[src/include/uim_regs.vh]
`ifndef UIM_REGS_VH
`define UIM_REGS_VH
// Register word offsets (byte addresses)
`define UIM_OFF_RESET      8'h00
`define UIM_OFF_FEATURE    8'h04
`define UIM_OFF_DEVADDR    8'h08
`define UIM_OFF_FUNC       8'h0c
`define UIM_OFF_OTG_CTRL   8'h10
`define UIM_OFF_OTG_STAT   8'h14
`define UIM_OFF_SERIAL     8'h18
`define UIM_OFF_FLAGS      8'h1c
`define UIM_OFF_HOLD       8'h20
`define UIM_OFF_PORTMASK   8'h24
`define UIM_OFF_FRAME      8'h28
`define UIM_OFF_PID        8'h2c
`define UIM_OFF_ENDPOINT   8'h30
`define UIM_OFF_EP_MATCH   8'h34
`define UIM_OFF_OTG_MASK   8'h38
`define UIM_OFF_POWER      8'h3c
`define UIM_OFF_AUX        8'h40
// Feature control bit positions
`define UIM_FEAT_TOKEN_PROC   0
`define UIM_FEAT_TOKEN_CHECK  1
`define UIM_FEAT_LINE_DECODE  2
`define UIM_FEAT_IF_TIMING    4
`define UIM_FEAT_POWER_SIG    5
`define UIM_FEAT_SOF_TOKEN    6
`define UIM_FEAT_EXT_ACK      7
// Flag bit positions
`define UIM_FLG_TOKEN   6
`define UIM_FLG_SE0     5
`define UIM_FLG_K       4
`define UIM_FLG_J       3
`define UIM_FLG_CRC16   2
`define UIM_FLG_RXACT   1
`define UIM_FLG_RXERR   0
// Reset values
`define UIM_RST_FEATURE  8'h00
`define UIM_RST_FUNC     5'h07
`define UIM_RST_SERIAL   4'h2
// PID codes (4-bit, low nibble)
`define UIM_PID_OUT    4'h1
`define UIM_PID_IN     4'h9
`define UIM_PID_SOF    4'h5
`define UIM_PID_SETUP  4'hd
// Line states
`define UIM_LS_SE0  2'h0
`define UIM_LS_J    2'h1
`define UIM_LS_K    2'h2
`define UIM_CRC5_RES   5'h0c
`define UIM_CRC16_RES  16'h800d
`endif

[src/rtl/uim_ctrl.v]
`timescale 1ns/1ps
`include "uim_regs.vh"
module uim_ctrl (
    input  wire        ref_clk_i,         // System clock, 200 MHz
    input  wire        rst_i,             // Async reset, active high
    input  wire        reg_wr_i,          // Register write strobe (32-bit word)
    input  wire        reg_rd_i,          // Register read strobe
    input  wire [7:0]  reg_addr_i,        // Register byte address
    input  wire [31:0] reg_wdata_i,       // Write data
    output reg  [31:0] reg_rdata_o,       // Read data, valid cycle after read
    input  wire [7:0]  utmi_data_i,       // Receive data byte
    input  wire        utmi_rxvalid_i,    // Receive byte valid
    input  wire        utmi_rxactive_i,   // Receive active
    input  wire        utmi_rxerror_i,    // Receive error
    input  wire [1:0]  utmi_linestate_i,  // Line state
    input  wire [5:0]  otg_stat_i,        // Bvalid,idgnd,hostdis,vbusvld,sessvld,sessend
    input  wire [2:0]  serial_rx_i,       // Rx differential, D-minus, D-plus
    output wire [1:0]  utmi_opmode_o,     // Operating mode
    output wire        utmi_opmode2_o,    // Operating mode top bit
    output wire        utmi_termsel_o,    // Termination select
    output wire        utmi_xcvrsel_o,    // Transceiver select
    output wire [7:0]  otg_ctrl_o,        // OTG control bits 7:0 (bit 5 zero)
    output wire        tx_se0_o,          // Serial transmit SE0
    output wire        tx_data_o,         // Serial transmit data
    output wire        tx_enable_n_o,     // Serial transmit enable, active low
    output wire        fsls_serial_o,     // Serial mode select
    output wire [7:0]  feature_o,         // Feature enables to the machine
    output reg         token_valid_o,     // Pulse: accepted token for us
    output wire        flag_output_port_a_o, // Flag port a
    output wire        flag_output_port_b_o, // Flag port b
    output wire        flag_output_port_c_o  // Flag port c
);
    // Pin-side inputs pass two flops
    reg [15:0] s1;
    reg [15:0] s2;
    always @(posedge ref_clk_i or posedge rst_i) begin
        if (rst_i) begin
            s1 <= 16'h0000;
            s2 <= 16'h0000;
        end else begin
            s1 <= {otg_stat_i, serial_rx_i, utmi_linestate_i, utmi_rxerror_i,
                   utmi_rxactive_i, utmi_rxvalid_i, 2'h0};
            s2 <= s1;
        end
    end
    // Slices of the second stage; only these are read by the logic
    wire [5:0] otg_sync  = s2[15:10];
    wire [2:0] ser_sync  = s2[9:7];
    wire [1:0] ls_sync   = s2[6:5];
    wire       rxerr_s   = s2[4];
    wire       rxact_s   = s2[3];
    wire       rxvalid_s = s2[2];
    // Data byte follows rxvalid through the same two stages
    reg [7:0] d1;
    reg [7:0] d2;
    always @(posedge ref_clk_i or posedge rst_i) begin
        if (rst_i) begin
            d1 <= 8'h00;
            d2 <= 8'h00;
        end else begin
            d1 <= utmi_data_i;
            d2 <= d1;
        end
    end

    // Write decode; any data written to the reset offset counts
    wire wr      = reg_wr_i;
    wire soft_rst = wr && (reg_addr_i == `UIM_OFF_RESET);
    // Address match for a write in this cycle
    function sel;
        input [7:0] a;
        input [7:0] off;
        begin
            sel = wr && (a == off);
        end
    endfunction

    // Control registers
    reg [7:0]  feature;
    reg [6:0]  dev_addr;
    reg [4:0]  func;
    reg [7:0]  otg_ctrl;
    reg [3:0]  serial;
    reg [6:0]  hold;
    reg [23:0] port_mask;
    reg [15:0] ep_match;
    reg [31:0] otg_mask;
    reg [8:0]  power;
    reg [18:0] aux;
    always @(posedge ref_clk_i or posedge rst_i) begin
        if (rst_i) begin
            feature   <= `UIM_RST_FEATURE;
            dev_addr  <= 7'h00;
            func      <= `UIM_RST_FUNC;
            otg_ctrl  <= 8'h00;
            serial    <= `UIM_RST_SERIAL;
            hold      <= 7'h00;
            port_mask <= 24'h000000;
            ep_match  <= 16'h0000;
            otg_mask  <= 32'h00000000;
            power     <= 9'h000;
            aux       <= 19'h00000;
        end else if (soft_rst) begin
            // Machine state only; transceiver-facing controls kept
            feature   <= `UIM_RST_FEATURE;
            dev_addr  <= 7'h00;
            hold      <= 7'h00;
            port_mask <= 24'h000000;
            ep_match  <= 16'h0000;
        end else begin
            if (sel(reg_addr_i, `UIM_OFF_FEATURE))
                feature <= reg_wdata_i[7:0] & 8'hf7;
            if (sel(reg_addr_i, `UIM_OFF_DEVADDR))
                dev_addr <= reg_wdata_i[6:0];
            if (sel(reg_addr_i, `UIM_OFF_FUNC))
                func <= reg_wdata_i[4:0];
            if (sel(reg_addr_i, `UIM_OFF_OTG_CTRL))
                otg_ctrl <= reg_wdata_i[7:0] & 8'hdf;
            if (sel(reg_addr_i, `UIM_OFF_SERIAL))
                serial <= reg_wdata_i[3:0];
            if (sel(reg_addr_i, `UIM_OFF_HOLD))
                hold <= reg_wdata_i[6:0];
            if (sel(reg_addr_i, `UIM_OFF_PORTMASK))
                port_mask <= reg_wdata_i[23:0];
            if (sel(reg_addr_i, `UIM_OFF_EP_MATCH))
                ep_match <= reg_wdata_i[15:0];
            if (sel(reg_addr_i, `UIM_OFF_OTG_MASK))
                otg_mask <= reg_wdata_i;
            if (sel(reg_addr_i, `UIM_OFF_POWER))
                power <= reg_wdata_i[8:0];
            if (sel(reg_addr_i, `UIM_OFF_AUX))
                aux <= reg_wdata_i[18:0] & 19'h43ff0;
        end
    end

    // Transceiver-facing outputs come straight from their registers
    assign feature_o      = feature;
    assign utmi_opmode_o  = func[3:2];
    assign utmi_opmode2_o = func[4];
    assign utmi_termsel_o = func[1];
    assign utmi_xcvrsel_o = func[0];
    assign otg_ctrl_o     = otg_ctrl;
    assign tx_se0_o       = serial[3];
    assign tx_data_o      = serial[2];
    assign tx_enable_n_o  = serial[1];
    assign fsls_serial_o  = serial[0];

    // Receive parser: byte 0 PID, bytes 1..2 token body or data
    reg         rxact_q;
    reg  [1:0]  bcnt;
    reg  [3:0]  cur_pid;
    reg  [7:0]  tok_lo;
    reg  [4:0]  crc5;
    reg  [15:0] crc16;
    wire [4:0]  n5;
    wire [15:0] n16;
    // CRC covers the body bytes only; the PID byte has its own check
    uim_crc u_crc (
        .data_i  (d2),
        .crc5_i  (crc5),
        .crc16_i (crc16),
        .crc5_o  (n5),
        .crc16_o (n16)
    );
    // Packet framing from edges of the synchronised receive-active
    wire pkt_start = rxact_s && !rxact_q;
    wire pkt_end   = !rxact_s && rxact_q;
    wire pid_ok    = (d2[7:4] == ~d2[3:0]);
    // Token PIDs; start-of-frame counts only when enabled
    wire is_token  = (cur_pid == `UIM_PID_OUT) || (cur_pid == `UIM_PID_IN) ||
                     (cur_pid == `UIM_PID_SETUP) ||
                     (feature[`UIM_FEAT_SOF_TOKEN] && cur_pid == `UIM_PID_SOF);
    wire is_data   = (cur_pid[1:0] == 2'b11);
    wire tok_crc_ok = !feature[`UIM_FEAT_TOKEN_CHECK] || (crc5 == `UIM_CRC5_RES);
    wire addr_ok    = (tok_lo[6:0] == dev_addr) || (cur_pid == `UIM_PID_SOF);
    // Short bodies are refused by the byte count; it saturates at 3, so long ones pass it
    wire tok_done   = pkt_end && is_token && (bcnt == 2'd3) &&
                      feature[`UIM_FEAT_TOKEN_PROC] && tok_crc_ok && addr_ok;
    wire crc16_bad  = pkt_end && is_data && (crc16 != `UIM_CRC16_RES);
    // Captured packet results
    reg  [10:0] frame;
    reg  [3:0]  last_pid;
    reg  [4:0]  last_ep;
    reg         pid_good;
    reg  [7:0]  d2_hi_q;
    always @(posedge ref_clk_i or posedge rst_i) begin
        if (rst_i) begin
            rxact_q <= 1'b0;
            bcnt <= 2'd0;
            cur_pid <= 4'h0;
            tok_lo <= 8'h00;
            crc5 <= 5'h1f;
            crc16 <= 16'hffff;
            frame <= 11'h000;
            last_pid <= 4'h0;
            last_ep <= 5'h00;
            pid_good <= 1'b0;
            token_valid_o <= 1'b0;
        end else if (soft_rst) begin
            // A packet in flight is lost; its remainder parses as a new one
            rxact_q <= 1'b0;
            bcnt <= 2'd0;
            cur_pid <= 4'h0;
            tok_lo <= 8'h00;
            crc5 <= 5'h1f;
            crc16 <= 16'hffff;
            frame <= 11'h000;
            last_pid <= 4'h0;
            last_ep <= 5'h00;
            pid_good <= 1'b0;
            token_valid_o <= 1'b0;
        end else begin
            rxact_q <= rxact_s;
            token_valid_o <= tok_done && pid_good;
            if (pkt_start) begin
                bcnt <= 2'd0;
                crc5 <= 5'h1f;
                crc16 <= 16'hffff;
            end else if (rxvalid_s && rxact_s) begin
                if (bcnt != 2'd3)
                    bcnt <= bcnt + 2'd1;
                if (bcnt == 2'd0) begin
                    cur_pid  <= d2[3:0];
                    pid_good <= pid_ok;
                    last_pid <= d2[3:0];
                end else begin
                    if (bcnt == 2'd1)
                        tok_lo <= d2;
                    crc5  <= n5;
                    crc16 <= n16;
                end
            end
            // SOF loads the frame field; other tokens update the endpoint
            if (tok_done && pid_good) begin
                if (cur_pid == `UIM_PID_SOF)
                    frame <= {d2_hi_q[2:0], tok_lo};
                else
                    last_ep <= {1'b1, d2_hi_q[2:0], tok_lo[7]};
            end
            // Software write is last so it wins over a same-cycle frame load
            if (sel(reg_addr_i, `UIM_OFF_FRAME))
                frame <= reg_wdata_i[10:0];
        end
    end
    // Second token byte kept for endpoint high bits and frame top
    always @(posedge ref_clk_i or posedge rst_i) begin
        if (rst_i)
            d2_hi_q <= 8'h00;
        else if (rxvalid_s && rxact_s && bcnt == 2'd2)
            d2_hi_q <= d2;
    end

    // Event flags: sources set, held bits wait for a write of one
    reg  [6:0] flags;
    reg  [6:0] next_flags;
    reg  [6:0] ev;
    // Line-state flags only while the decoder is enabled; clear bits from a write
    wire       ls_en = feature[`UIM_FEAT_LINE_DECODE];
    wire [6:0] clr = sel(reg_addr_i, `UIM_OFF_FLAGS) ? reg_wdata_i[6:0] : 7'h00;
    always @* begin
        ev = 7'h00;
        ev[`UIM_FLG_TOKEN] = tok_done && pid_good;
        ev[`UIM_FLG_SE0]   = ls_en && (ls_sync == `UIM_LS_SE0);
        ev[`UIM_FLG_K]     = ls_en && (ls_sync == `UIM_LS_K);
        ev[`UIM_FLG_J]     = ls_en && (ls_sync == `UIM_LS_J);
        ev[`UIM_FLG_CRC16] = crc16_bad;
        ev[`UIM_FLG_RXACT] = rxact_s;
        ev[`UIM_FLG_RXERR] = rxerr_s;
        // Normal flags: token and CRC16 cleared at packet start, else held; the others overwritten by source
        next_flags = pkt_start ? 7'h00 : flags;
        next_flags[5:3] = ev[5:3];
        next_flags[`UIM_FLG_RXACT] = rxact_s;
        next_flags[`UIM_FLG_RXERR] = rxerr_s;
        next_flags = next_flags | ev;
        // Held flags: set wins over a software clear in the same cycle
        next_flags = (next_flags & ~hold) | (((flags & ~clr) | ev) & hold);
    end
    // Flag register; the machine reset clears held flags too
    always @(posedge ref_clk_i or posedge rst_i) begin
        if (rst_i)
            flags <= 7'h00;
        else if (soft_rst)
            flags <= 7'h00;
        else
            flags <= next_flags;
    end

    // Flag ports: OR of masked flags
    assign flag_output_port_a_o = |(flags & port_mask[6:0]);
    assign flag_output_port_b_o = |(flags & port_mask[14:8]);
    assign flag_output_port_c_o = |(flags & port_mask[22:16]);

    // Read mux; unmapped and write-only addresses read zero
    // Status fields lag their pins by the two sync stages
    always @(posedge ref_clk_i or posedge rst_i) begin
        if (rst_i) begin
            reg_rdata_o <= 32'h00000000;
        end else if (reg_rd_i) begin
            case (reg_addr_i)
                `UIM_OFF_FEATURE:  reg_rdata_o <= {24'h0, feature};
                `UIM_OFF_DEVADDR:  reg_rdata_o <= {25'h0, dev_addr};
                `UIM_OFF_FUNC:     reg_rdata_o <= {27'h0, func};
                `UIM_OFF_OTG_CTRL: reg_rdata_o <= {24'h0, otg_ctrl};
                `UIM_OFF_OTG_STAT: reg_rdata_o <= {26'h0, otg_sync};
                `UIM_OFF_SERIAL:   reg_rdata_o <= {25'h0, ser_sync, serial};
                `UIM_OFF_FLAGS:    reg_rdata_o <= {25'h0, flags};
                `UIM_OFF_HOLD:     reg_rdata_o <= {25'h0, hold};
                `UIM_OFF_PORTMASK: reg_rdata_o <= {8'h0, port_mask};
                `UIM_OFF_FRAME:    reg_rdata_o <= {21'h0, frame};
                `UIM_OFF_PID:      reg_rdata_o <= {28'h0, last_pid};
                `UIM_OFF_ENDPOINT: reg_rdata_o <= {27'h0, last_ep};
                `UIM_OFF_EP_MATCH: reg_rdata_o <= {16'h0, ep_match};
                `UIM_OFF_OTG_MASK: reg_rdata_o <= otg_mask;
                `UIM_OFF_POWER:    reg_rdata_o <= {23'h0, power};
                `UIM_OFF_AUX:      reg_rdata_o <= {13'h0, aux};
                default:           reg_rdata_o <= 32'h00000000;
            endcase
        end
    end
endmodule

[src/rtl/uim_crc.v]
`timescale 1ns/1ps
`include "uim_regs.vh"
// Byte-wide CRC5 and CRC16 update, LSB first as on the wire
module uim_crc (
    input  wire [7:0]  data_i,   // Received byte
    input  wire [4:0]  crc5_i,   // Current CRC5
    input  wire [15:0] crc16_i,  // Current CRC16
    output reg  [4:0]  crc5_o,   // Updated CRC5
    output reg  [15:0] crc16_o   // Updated CRC16
);
    integer i;
    reg     fb5;
    reg     fb16;
    // Bit-serial loop unrolled by the tool; one byte per cycle
    always @* begin
        crc5_o  = crc5_i;
        crc16_o = crc16_i;
        fb5     = 1'b0;
        fb16    = 1'b0;
        for (i = 0; i < 8; i = i + 1) begin
            fb5     = crc5_o[4] ^ data_i[i];
            crc5_o  = {crc5_o[3:0], 1'b0} ^ (fb5 ? 5'h05 : 5'h00);
            fb16    = crc16_o[15] ^ data_i[i];
            crc16_o = {crc16_o[14:0], 1'b0} ^ (fb16 ? 16'h8005 : 16'h0000);
        end
    end
endmodule

[config.mk]
export PLATFORM = sky130hd
export DESIGN_NAME = uim_ctrl
export DESIGN_NICKNAME = d
export VERILOG_FILES = /design/src/rtl/uim_ctrl.v /design/src/rtl/uim_crc.v
export VERILOG_INCLUDE_DIRS = /design/src /design/src/include
export SDC_FILE = /design/constraint.sdc
export NUM_CORES = 1
export LEC_CHECK = 0
export BUFFER_PORTS_ARGS = -buffer_cell sky130_fd_sc_hd__clkbuf_2
export CAP_MARGIN = 20
export CORE_MARGIN = 10
export CORE_UTILIZATION = 60
export CTS_CLUSTER_DIAMETER = 30
export DETAILED_ROUTE_END_ITERATION = 6
export MAX_ROUTING_LAYER = met4
export PLACE_DENSITY_LB_ADDON = 0.15
export SLEW_MARGIN = 10
export SYNTH_ARGS = -nofsm -noshare
export SYNTH_HDL_FRONTEND = slang
export SYNTH_SLANG_ARGS = --single-unit
[constraint.sdc]
create_clock -name ref_clk_i -period 14.11 [get_ports ref_clk_i]
set_input_delay 0.7055 -clock ref_clk_i [delete_from_list [all_inputs] [get_ports ref_clk_i]]
set_output_delay 0.7055 -clock ref_clk_i [all_outputs]
set_load 0.03 [all_outputs]
==> flow_summary.ini, run 1 <==
[floorplanning]
die_area_um2 = 26300
ios = 127
die_height_um = 162
dieWidth_um = 162
num_rows = 51
core_area_um2 = 19700
initial_core_util_pct = 61.7

[detailed_routing]
routedWlPerCell_um = 24.2
routed_via_density = 6.35
route.vias.total = 9519
dr.pass1.iters = 6
wirelength_um = 36200
drc = 0
postRouteAntennaNets = 0
drtIter0Drc = 929

[place]
dpl.hpwl_um = 23700
dp_slack_ns = 10.21
place.gp.congestion = 0.964
dpl-instance-area_um2 = 12800
numPortBuffers = 124

[power_and_ir_drop]
power.switching_uw = 659
clkPwrFrac_pct = 49.3
max-vdd-ir-drop_mv = 0.128
intPower_mw = 1.83
switching_share_pct = 26.5
power_density_nw_per_um2 = 169
p_leak_nw = 6.76
combPwrFrac_pct = 12.7
pwr-share-seq_pct = 37.9

[clocking]
cts.sinks = 269
cts_root_buf = clkbuf_16
clkSlewWorstSetupHoldPaths_ns = 0.05
clk_latency_ns = 0.55
cts_hold_buf = 0
cts_buffers = 50
cts_tree = yes
htree_num_levels = 2
clock_path_buffers = 3
cts_setup_buffers = 0
post_cts_resize_count = 0

[global_route]
overflow = 0
grt_pass1_wl_um = 56600
busiest_layer = met2
grt_pass1_vias = 9739
grtUsageMet1_pct = 37.6
track_usage_pct = 28.1
grt_max_degree = 115
antenna_found_initial = 1
grt_use_met2_pct = 42.1
met3_usage_pct = 4.80

[critical_path]
rrSetupSlack_ns = 11.72
crit_chain = clkbuf_2, nand4bb_1, nor2_2, nand2_1, buf_4, mux2_2
crit_path_max_incr_delay_ns = 0.82
end_kind = flip-flop
path_buf_inv = 2
r2r_end = crc16[15]
reg2reg_depth = 6
cp_top_family = simple AND/OR/NAND/NOR gates
critPathArrivalTime_ns = 3.89
worst-endpoint-required_ns = 14.54
worstSetupPathType = primary input to flip-flop
cp_max_fo = 35
slowest_stage = nor2_2
regToRegStartpoint = d2[1]
start_kind = primary input

[synth]
syn_avg_cell_area_um2 = 11.2
ys.flop_type = dfrtp_1
synth-adder-area-share_pct = 0.413
yosys_warnings = 0
ys_top_cells_by_area = dfrtp_1 (50%), mux2_2 (8.5%), dfstp_2 (5.4%)
async_reset_ff_share_pct = 100
synth_compound_area_share_pct = 12.8
syn_area_um2 = 12100
synthMuxAreaShare_pct = 10.7
synthMostInstantiatedCell = dfrtp_1
synth-seq-area-share_pct = 55.8
yosys.area.top_type = dfrtp_1
synth_seq_cells = 269
synth-edff-count = 0
synth_top_family_by_area = compound AO/OA/AOI/OAI gates
synth.distinct_cells = 67
synth-xor-area-share_pct = 4.14
yosys-top-cells-count = dfrtp_1 (244), nand2_1 (167), mux2_2 (92), nand3_1 (54)
synthCells = 1084
synth_top_area_share_pct = 50.4
synthSimpleGateAreaFrac_pct = 12.7

[timing]
rsz0062_at_grt = false
fin_crit_ns = 3.47
max_freq_mhz = 288
tns_ns = 0
holdWs_ns = 0.259
post-route-period-util_pct = 24.6
final_hold_viol_count = 0
final.setup.worst_slack_ns = 10.64
slew_headroom_pct = 36.2
drv_slew = 0
setup_violations = 0
finClkSkew_ns = 0.0217
max_slew.worst_pin.slew_ns = 0.956

[run]
maxCapViolations = 0

[worst_hold_path]
holdPathEnd = d1[5]
hold_path_depth = 1
hp-start = utmi_data_i[5]
hold_path_class = primary input to flip-flop

[cells_and_area]
drive_gt1_share_pct = 29.8
area_growth_pct = 21.2
final_nets = 1263
stdcell_area_um2 = 14700

[outcome]
outcome = finished, final reports clean
[cell usage in the layout (no fill, tap or decap), types with 17 or more instances in the layout]
cell type and count:
o21ai_0 45, xor2_1 17, dfrtp_1 244, a22o_1 23, nand2_1 167, a21oi_1 48
a22oi_1 24, mux2_2 92, xnor2_1 30, nor2_1 36, clkbuf_2 124, dfstp_2 25
o2bb2ai_1 23, nand3_1 54, clkbuf_16 51
[registers in the layout (all words and copies together) (netlist names), 4 cells and up]
signal	cells
serial	4
reg_rdata_o	32
frame	11
port_mask	24
tok_lo	8
aux	11
otg_mask	32
hold	7
func	5
s1	14
crc16	16
last_pid	4
feature_o	7
dev_addr	7
last_ep	5
crc5	5
d1	8
d2	8
flags	7
s2	14
power	9
ep_match	16
otg_ctrl_o	7
[power by group through the flow]
| stage | registers [mW] | clock network (mW) | logic (mW) |
|---|---|---|---|
| finish | 0.944 | 1.23 | 0.317 |
| global route | 0.951 | 1.28 | 0.348 |
| CTS | 0.942 | 1.23 | 0.313 |
| detailed placement | 0.952 | 0 | 0.307 |
| global placement | 0.951 | 0 | 0.298 |
| floorplan | 0.925 | 0 | 0.246 |
[kinds of logic (layout without fill, tap and decap cells)]
group	Yosys count	after routing
adders and majority gates	4	4
other	1	3
DFF	269	269
muxes	112	112
AOI/OAI and AO/OA	226	226
buffers and inverters	97	245
xor gates and xnor gates	51	51
and+or+nand+nor	324	324
[worst register-to-register path, delay by kind of cell (launching register included)]
family         cells  cell delay, ns
AO/OA/AOI/OAI      1            0.08
flip-flops         1            0.71
XOR/XNOR           5            1.49
[area by class of cell]
| cell class | instances | area (um2) |
|---|---|---|
| tap | 265 | 332 |
| fill | 1374 | 4960 |
| clock buffer | 61 | 1390 |
| clock inverter | 31 | 383 |
| inverter | 16 | 67.6 |
| sequential | 269 | 6760 |
| antenna | 1 | 2.50 |
| timing repair buffer | 137 | 778 |
| multi-input combinational | 719 | 4970 |
[per-stage QoR]
| stage | power [mW] | util (%) | std cells |
|---|---|---|---|
| after global routing | 2.57 | 74.7 | 1499 |
| after detailed placement | 1.26 | 65.3 | 1403 |
| after global placement | 1.25 | 65.3 | 1403 |
| after floorplan | 1.17 | - | 1085 |
| after CTS | 2.49 | 74.3 | 1495 |
| final | 2.49 | 74.7 | 1499 |
[worst max-delay path by stage]
stage	cells after the start	slack (ns)	from	endpoint
floorplan	1	6.04	rst_i	aux[10]
global placement	6	10.32	reg_addr_i[4]	otg_mask[11]
detailed placement	6	10.21	reg_addr_i[4]	otg_mask[19]
CTS	6	10.78	reg_addr_i[4]	otg_mask[19]
global route	6	10.50	reg_addr_i[4]	otg_mask[23]
finish	6	10.64	reg_addr_i[4]	otg_mask[9]
[layer usage]
layer	routed length, um	up-vias
met1	15000	4836
met2	17100	496
li1	-	4102
met4	1050	0
met5	0	-
met3	3110	85
Power figures use the tool's default switching activity.
==> run 2: changes to the inputs <==
--- a/config.mk
+++ b/config.mk
@@ -9,7 +9,7 @@
 export BUFFER_PORTS_ARGS = -buffer_cell sky130_fd_sc_hd__clkbuf_2
 export CAP_MARGIN = 20
 export CORE_MARGIN = 10
-export CORE_UTILIZATION = 60
+export CORE_UTILIZATION = 53
 export CTS_CLUSTER_DIAMETER = 30
 export DETAILED_ROUTE_END_ITERATION = 6
 export MAX_ROUTING_LAYER = met4
==> constraint.sdc (replaced) <==
create_clock -name ref_clk_i -period 2.9 [get_ports ref_clk_i]
set_input_delay 0.145 -clock ref_clk_i [delete_from_list [all_inputs] [get_ports ref_clk_i]]
set_output_delay 0.145 -clock ref_clk_i [all_outputs]
set_load 0.03 [all_outputs]
==> flow_summary.ini, run 2 (synthesis results as in run 1) <==
[global_route]
grt_pass1_vias = 9641
track_usage_pct = 25.7
grt_pass1_wl_um = 57000
busiest_layer = met2
grt_use_met2_pct = 39.3
met3_usage_pct = 4.68
overflow = 0
grt_max_degree = 79
grtUsageMet1_pct = 33.9
antenna_found_initial = 1

[clocking]
clk_latency_ns = 0.56
cts_tree = yes
clkSlewWorstSetupHoldPaths_ns = 0.05
cts_buffers = 50
clock_path_buffers = 3
cts_root_buf = clkbuf_16
cts.sinks = 269
htree_num_levels = 2
cts_setup_buffers = 0

[detailed_routing]
drtIter0Drc = 922
wirelength_um = 36400
drc = 0
routed_via_density = 5.96
dr.pass1.iters = 5
postRouteAntennaNets = 0
routedWlPerCell_um = 22.9
route.vias.total = 9487

[power_and_ir_drop]
power_density_nw_per_um2 = 803
max-vdd-ir-drop_mv = 0.571
p_leak_nw = 7.06
p_total_mw = 12.3

[place]
numPlacedInstances = 1448
dpl.hpwl_um = 24700
dp_slack_ns = 0.423
place.gp.congestion = 0.974
numPortBuffers = 124

[critical_path]
worstSetupPathType = flip-flop to flip-flop
crit_chain = xor2_4, xnor3_1, xnor3_2, xor2_1, xnor2_1, o21ai_1
end_kind = flip-flop
slowest_stage = dfrtp_1
crit_path_max_incr_delay_ns = 0.66
start_kind = flip-flop
critPathArrivalTime_ns = 2.77
worst-endpoint-required_ns = 3.35
cp_max_fo = 7

[floorplanning]
initial_core_util_pct = 53.7
die_height_um = 171
die_area_um2 = 29300
core_area_um2 = 22600
dieWidth_um = 171
num_rows = 55
ios = 127

[cells_and_area]
drive_gt1_share_pct = 29.7
fill_cells = 1711
multi_input_area_um2 = 4960
area_growth_pct = 27.0
layout_common_cells = dfrtp_1 (244), nand2_1 (167), clkbuf_2 (124)
final_cells = 1591
top_regs = otg_mask (32), reg_rdata_o (32), port_mask (24)
final_nets = 1334
final_common_cell = dfrtp_1
regArea_um2 = 6760

[worst_hold_path]
hold_path_class = primary input to flip-flop

[timing]
setup_violations = 0
slew_headroom_pct = 41.8
post-route-period-util_pct = 80.0
max_freq_mhz = 431
fin_crit_ns = 2.32
final.setup.worst_slack_ns = 0.580
max_slew.worst_pin.slew_ns = 0.872
finClkSkew_ns = 0.0216
drv_slew = 0
rsz0062_at_grt = false
final_hold_viol_count = 0

[outcome]
outcome = finished, final reports clean

[run]
maxCapViolations = 0
run 2: final timing paths:
kind | end | slack [ns] | startpoint | cells past startpoint
min in group asynchronous | port_mask[3] | 0.32 | rst_i | 3
max in group asynchronous | serial[1] | 1.68 | rst_i | 4
setup / recovery | crc16[15] | 0.58 | d2[1] | 6
setup reg to reg | crc16[15] | 0.58 | d2[1] | 6
hold / removal | ep_match[5] | 0.06 | reg_wdata_i[5] | 3
hold reg to reg | d2[1] | 0.34 | d1[1] | 0
run 2: area by class of cell:
type | instances | area share (%)
Antenna cell | 1 | 0.0163
Clock buffer | 57 | 8.57
Clock inverter | 36 | 3.21
Inverter | 16 | 0.415
Multi-Input combinational cell | 719 | 32.3
Sequential cell | 269 | 44.0
Tap cell | 285 | 2.32
Timing Repair Buffer | 208 | 9.25
run 2: power by group:
part / internal [mW] / leakage [nW] / switching (mW)
clock network: 4.11 / 0.866 / 2.05
registers: 4.20 / 3.47 / 0.396
logic: 0.787 / 2.72 / 0.808
run 2: critical path, delay by kind of cell, from the launching register on:
kind                      cells  cell delay [ns]
AOI/OAI and AO/OA             1             0.08
xor gates and xnor gates      5             1.48
DFF                           1             0.66
run 2: metal layers:
metal | up-vias | share of wire (%)
met5 | - | 0
met2 | 376 | 48
met4 | 0 | 2.5
met1 | 4785 | 43
li1 | 4254 | -
met3 | 72 | 7.2
run 2: what timing repair did:
item,4_1_cts,5_1_grt
resized for setup,0,0
hold endpoints to repair,113,0
hold buffers,49,0
run 2: stage by stage:
stage | cell area [um2] | TNS [ns] | hold WS [ns] | util, %
6_report | 15400 | 0 | 0.0597 | 68.2
3_5_place_dp | 13100 | 0 | 0.255 | 58.0
2_1_floorplan | 12100 | -189.84 | 0.176 | -
3_3_place_gp | 13100 | 0 | 0.253 | 58.0
5_1_grt | 15400 | 0 | 0.0656 | 68.2
4_1_cts | 15400 | 0 | 0.0311 | 68.2
==> run 3: changes to the inputs <==
--- a/config.mk
+++ b/config.mk
@@ -9,7 +9,7 @@
 export BUFFER_PORTS_ARGS = -buffer_cell sky130_fd_sc_hd__clkbuf_2
 export CAP_MARGIN = 20
 export CORE_MARGIN = 10
-export CORE_UTILIZATION = 53
+export CORE_UTILIZATION = 59
 export CTS_CLUSTER_DIAMETER = 30
 export DETAILED_ROUTE_END_ITERATION = 6
 export MAX_ROUTING_LAYER = met4
==> constraint.sdc (replaced) <==
create_clock -name ref_clk_i -period 2.3 [get_ports ref_clk_i]
set_input_delay 0.115 -clock ref_clk_i [delete_from_list [all_inputs] [get_ports ref_clk_i]]
set_output_delay 0.115 -clock ref_clk_i [all_outputs]
set_load 0.03 [all_outputs]
==> flow_summary.ini, run 3 (synthesis results as in run 1) <==
[outcome]
outcome = finished, final reports clean

[global_route]
antenna_found_initial = 0
track_usage_pct = 26.9
grt_max_degree = 81
grt_pass1_vias = 10000
overflow = 0
grt_pass1_wl_um = 55200

[clocking]
clk_latency_ns = 0.55
cts_root_buf = clkbuf_16
clkSlewWorstSetupHoldPaths_ns = 0.06
cts_tree = yes
clock_path_buffers = 3
cts.sinks = 269
htree_num_levels = 2
cts_buffers = 50

[cells_and_area]
final_cells = 1596
stdcell_area_um2 = 15400
layout_common_cells = dfrtp_1 (244), nand2_1 (167), clkbuf_2 (124)
area_growth_pct = 27.1
antennaDiodeCount = 0
postLayoutCoreUtil_pct = 76.1
drive_gt1_share_pct = 31.2
final_common_cell = dfrtp_1
final_nets = 1355
top_regs = otg_mask (32), reg_rdata_o (32), port_mask (24)

[detailed_routing]
dr.pass1.iters = 6
drc = 0
routedWlPerCell_um = 22.0
wirelength_um = 35000
route.vias.total = 9734
postRouteAntennaNets = 0
top_layer = met4
wl_met2_um = 16300
drtIter0Drc = 935
routed_via_density = 6.10
wl_met1_um = 14300
met3_length_um = 3110

[timing]
max_freq_mhz = 457
max_slew.worst_pin.slew_ns = 0.672
fin_crit_ns = 2.19
slew_headroom_pct = 55.0
final_hold_viol_count = 0
setup_violations = 0
drv_slew = 0
post-route-period-util_pct = 95.0
finClkSkew_ns = 0.0149
rsz0062_at_grt = false

[place]
numPortBuffers = 124
place.gp.congestion = 0.993
dpl-instance-area_um2 = 13200
numPlacedInstances = 1454
dpl.hpwl_um = 23500

[floorplanning]
initial_core_util_pct = 59.9
dieWidth_um = 163
num_rows = 52
ios = 127
die_area_um2 = 26700
die_height_um = 163
core_area_um2 = 20200

[worst_hold_path]
hold_path_class = primary input to flip-flop

[power_and_ir_drop]
p_leak_nw = 7.12
power.switching_mw = 4.26
switching_share_pct = 28.3
power_density_nw_per_um2 = 976
max-vdd-ir-drop_mv = 0.991
clkPwrFrac_pct = 47.7
intPower_mw = 10.8
combPwrFrac_pct = 14.0
pwr-share-seq_pct = 38.3

[critical_path]
worstSetupPathType = flip-flop to flip-flop
worst-endpoint-required_ns = 2.77
critPathArrivalTime_ns = 2.66
cp_max_fo = 3
start_kind = flip-flop
end_kind = flip-flop

[run]
maxCapViolations = 0
run 3: cell types whose count changed in the layout (fill, tap and decap cells not counted), sizes merged:
| cell | before | now |
|---|---|---|
| inv | 22 | 34 |
| clkinvlp | 8 | 5 |
| clkbuf | 181 | 176 |
| bufinv | 9 | 2 |
| buf | 35 | 56 |
| clkinv | 13 | 16 |
| diode | 1 | 0 |
run 3: timing repair:
action / in CTS / in global routing
buffers inserted: 0 / 0
hold endpoints to repair: 332 / 0
resized for setup: 0 / 1
setup endpoints to repair: 0 / 1
hold buffers: 49 / 0
run 3: final timing paths:
path,startpoint,endpoint,slack [ns],cells after the start
max,crc16[14],crc16[15],0.11,6
min,reg_wdata_i[5],ep_match[5],0.03,3
max reg2reg,crc16[14],crc16[15],0.11,6
min reg2reg,s1[6],s2[6],0.35,0
max in group asynchronous,rst_i,ep_match[6],1.57,4
min in group asynchronous,rst_i,otg_mask[19],0.30,4
run 3: critical path: stages (launching register included):
cell	delay (ns)
dfstp_2	0.58
xor2_4	0.20
xnor3_1	0.43
xnor3_2	0.41
xor2_2	0.20
xnor2_1	0.16
o21ai_1	0.13
run 3: per-stage QoR:
| stage | hold slack [ns] | power (mW) | TNS [ns] | setup slack [ns] |
|---|---|---|---|---|
| 5_1_grt | 0.0436 | 15.6 | 0 | 0.00761 |
| 3_3_place_gp | 0.223 | 7.72 | 0 | 0.196 |
| 3_5_place_dp | 0.225 | 7.78 | 0 | 0.155 |
| 6_report | 0.0320 | 15.0 | 0 | 0.114 |
| 4_1_cts | 0.000766 | 15.0 | 0 | 0.139 |
| 2_1_floorplan | 0.146 | 7.18 | -339.21 | -1.35 |
run 3: power by group through the flow:
| stage | clock (mW) | sequential (mW) | combinational (mW) |
|---|---|---|---|
| after global routing | 7.48 | 5.80 | 2.30 |
| after CTS | 7.24 | 5.75 | 2.05 |
| after floorplan | 0 | 5.68 | 1.51 |
| after detailed placement | 0 | 5.82 | 1.96 |
| after global placement | 0 | 5.81 | 1.91 |
| final | 7.18 | 5.76 | 2.10 |
run 3: cell type report:
cell class / count / area (um2)
timing repair buffer: 229 / 1580
clock inverter: 41 / 397
inverter: 16 / 63.8
sequential: 269 / 6760
multi-input combinational: 719 / 4970
fill: 1352 / 4830
clock buffer: 52 / 1290
tap: 270 / 338
run 3: routing by layer:
| layer | vias up | global-route usage [%] |
|---|---|---|
| li1 | 4286 | - |
| met1 | 4801 | 35.4 |
| met2 | 541 | 40.1 |
| met3 | 106 | 4.96 |
| met4 | 0 | 12.2 |
| met5 | - | - |
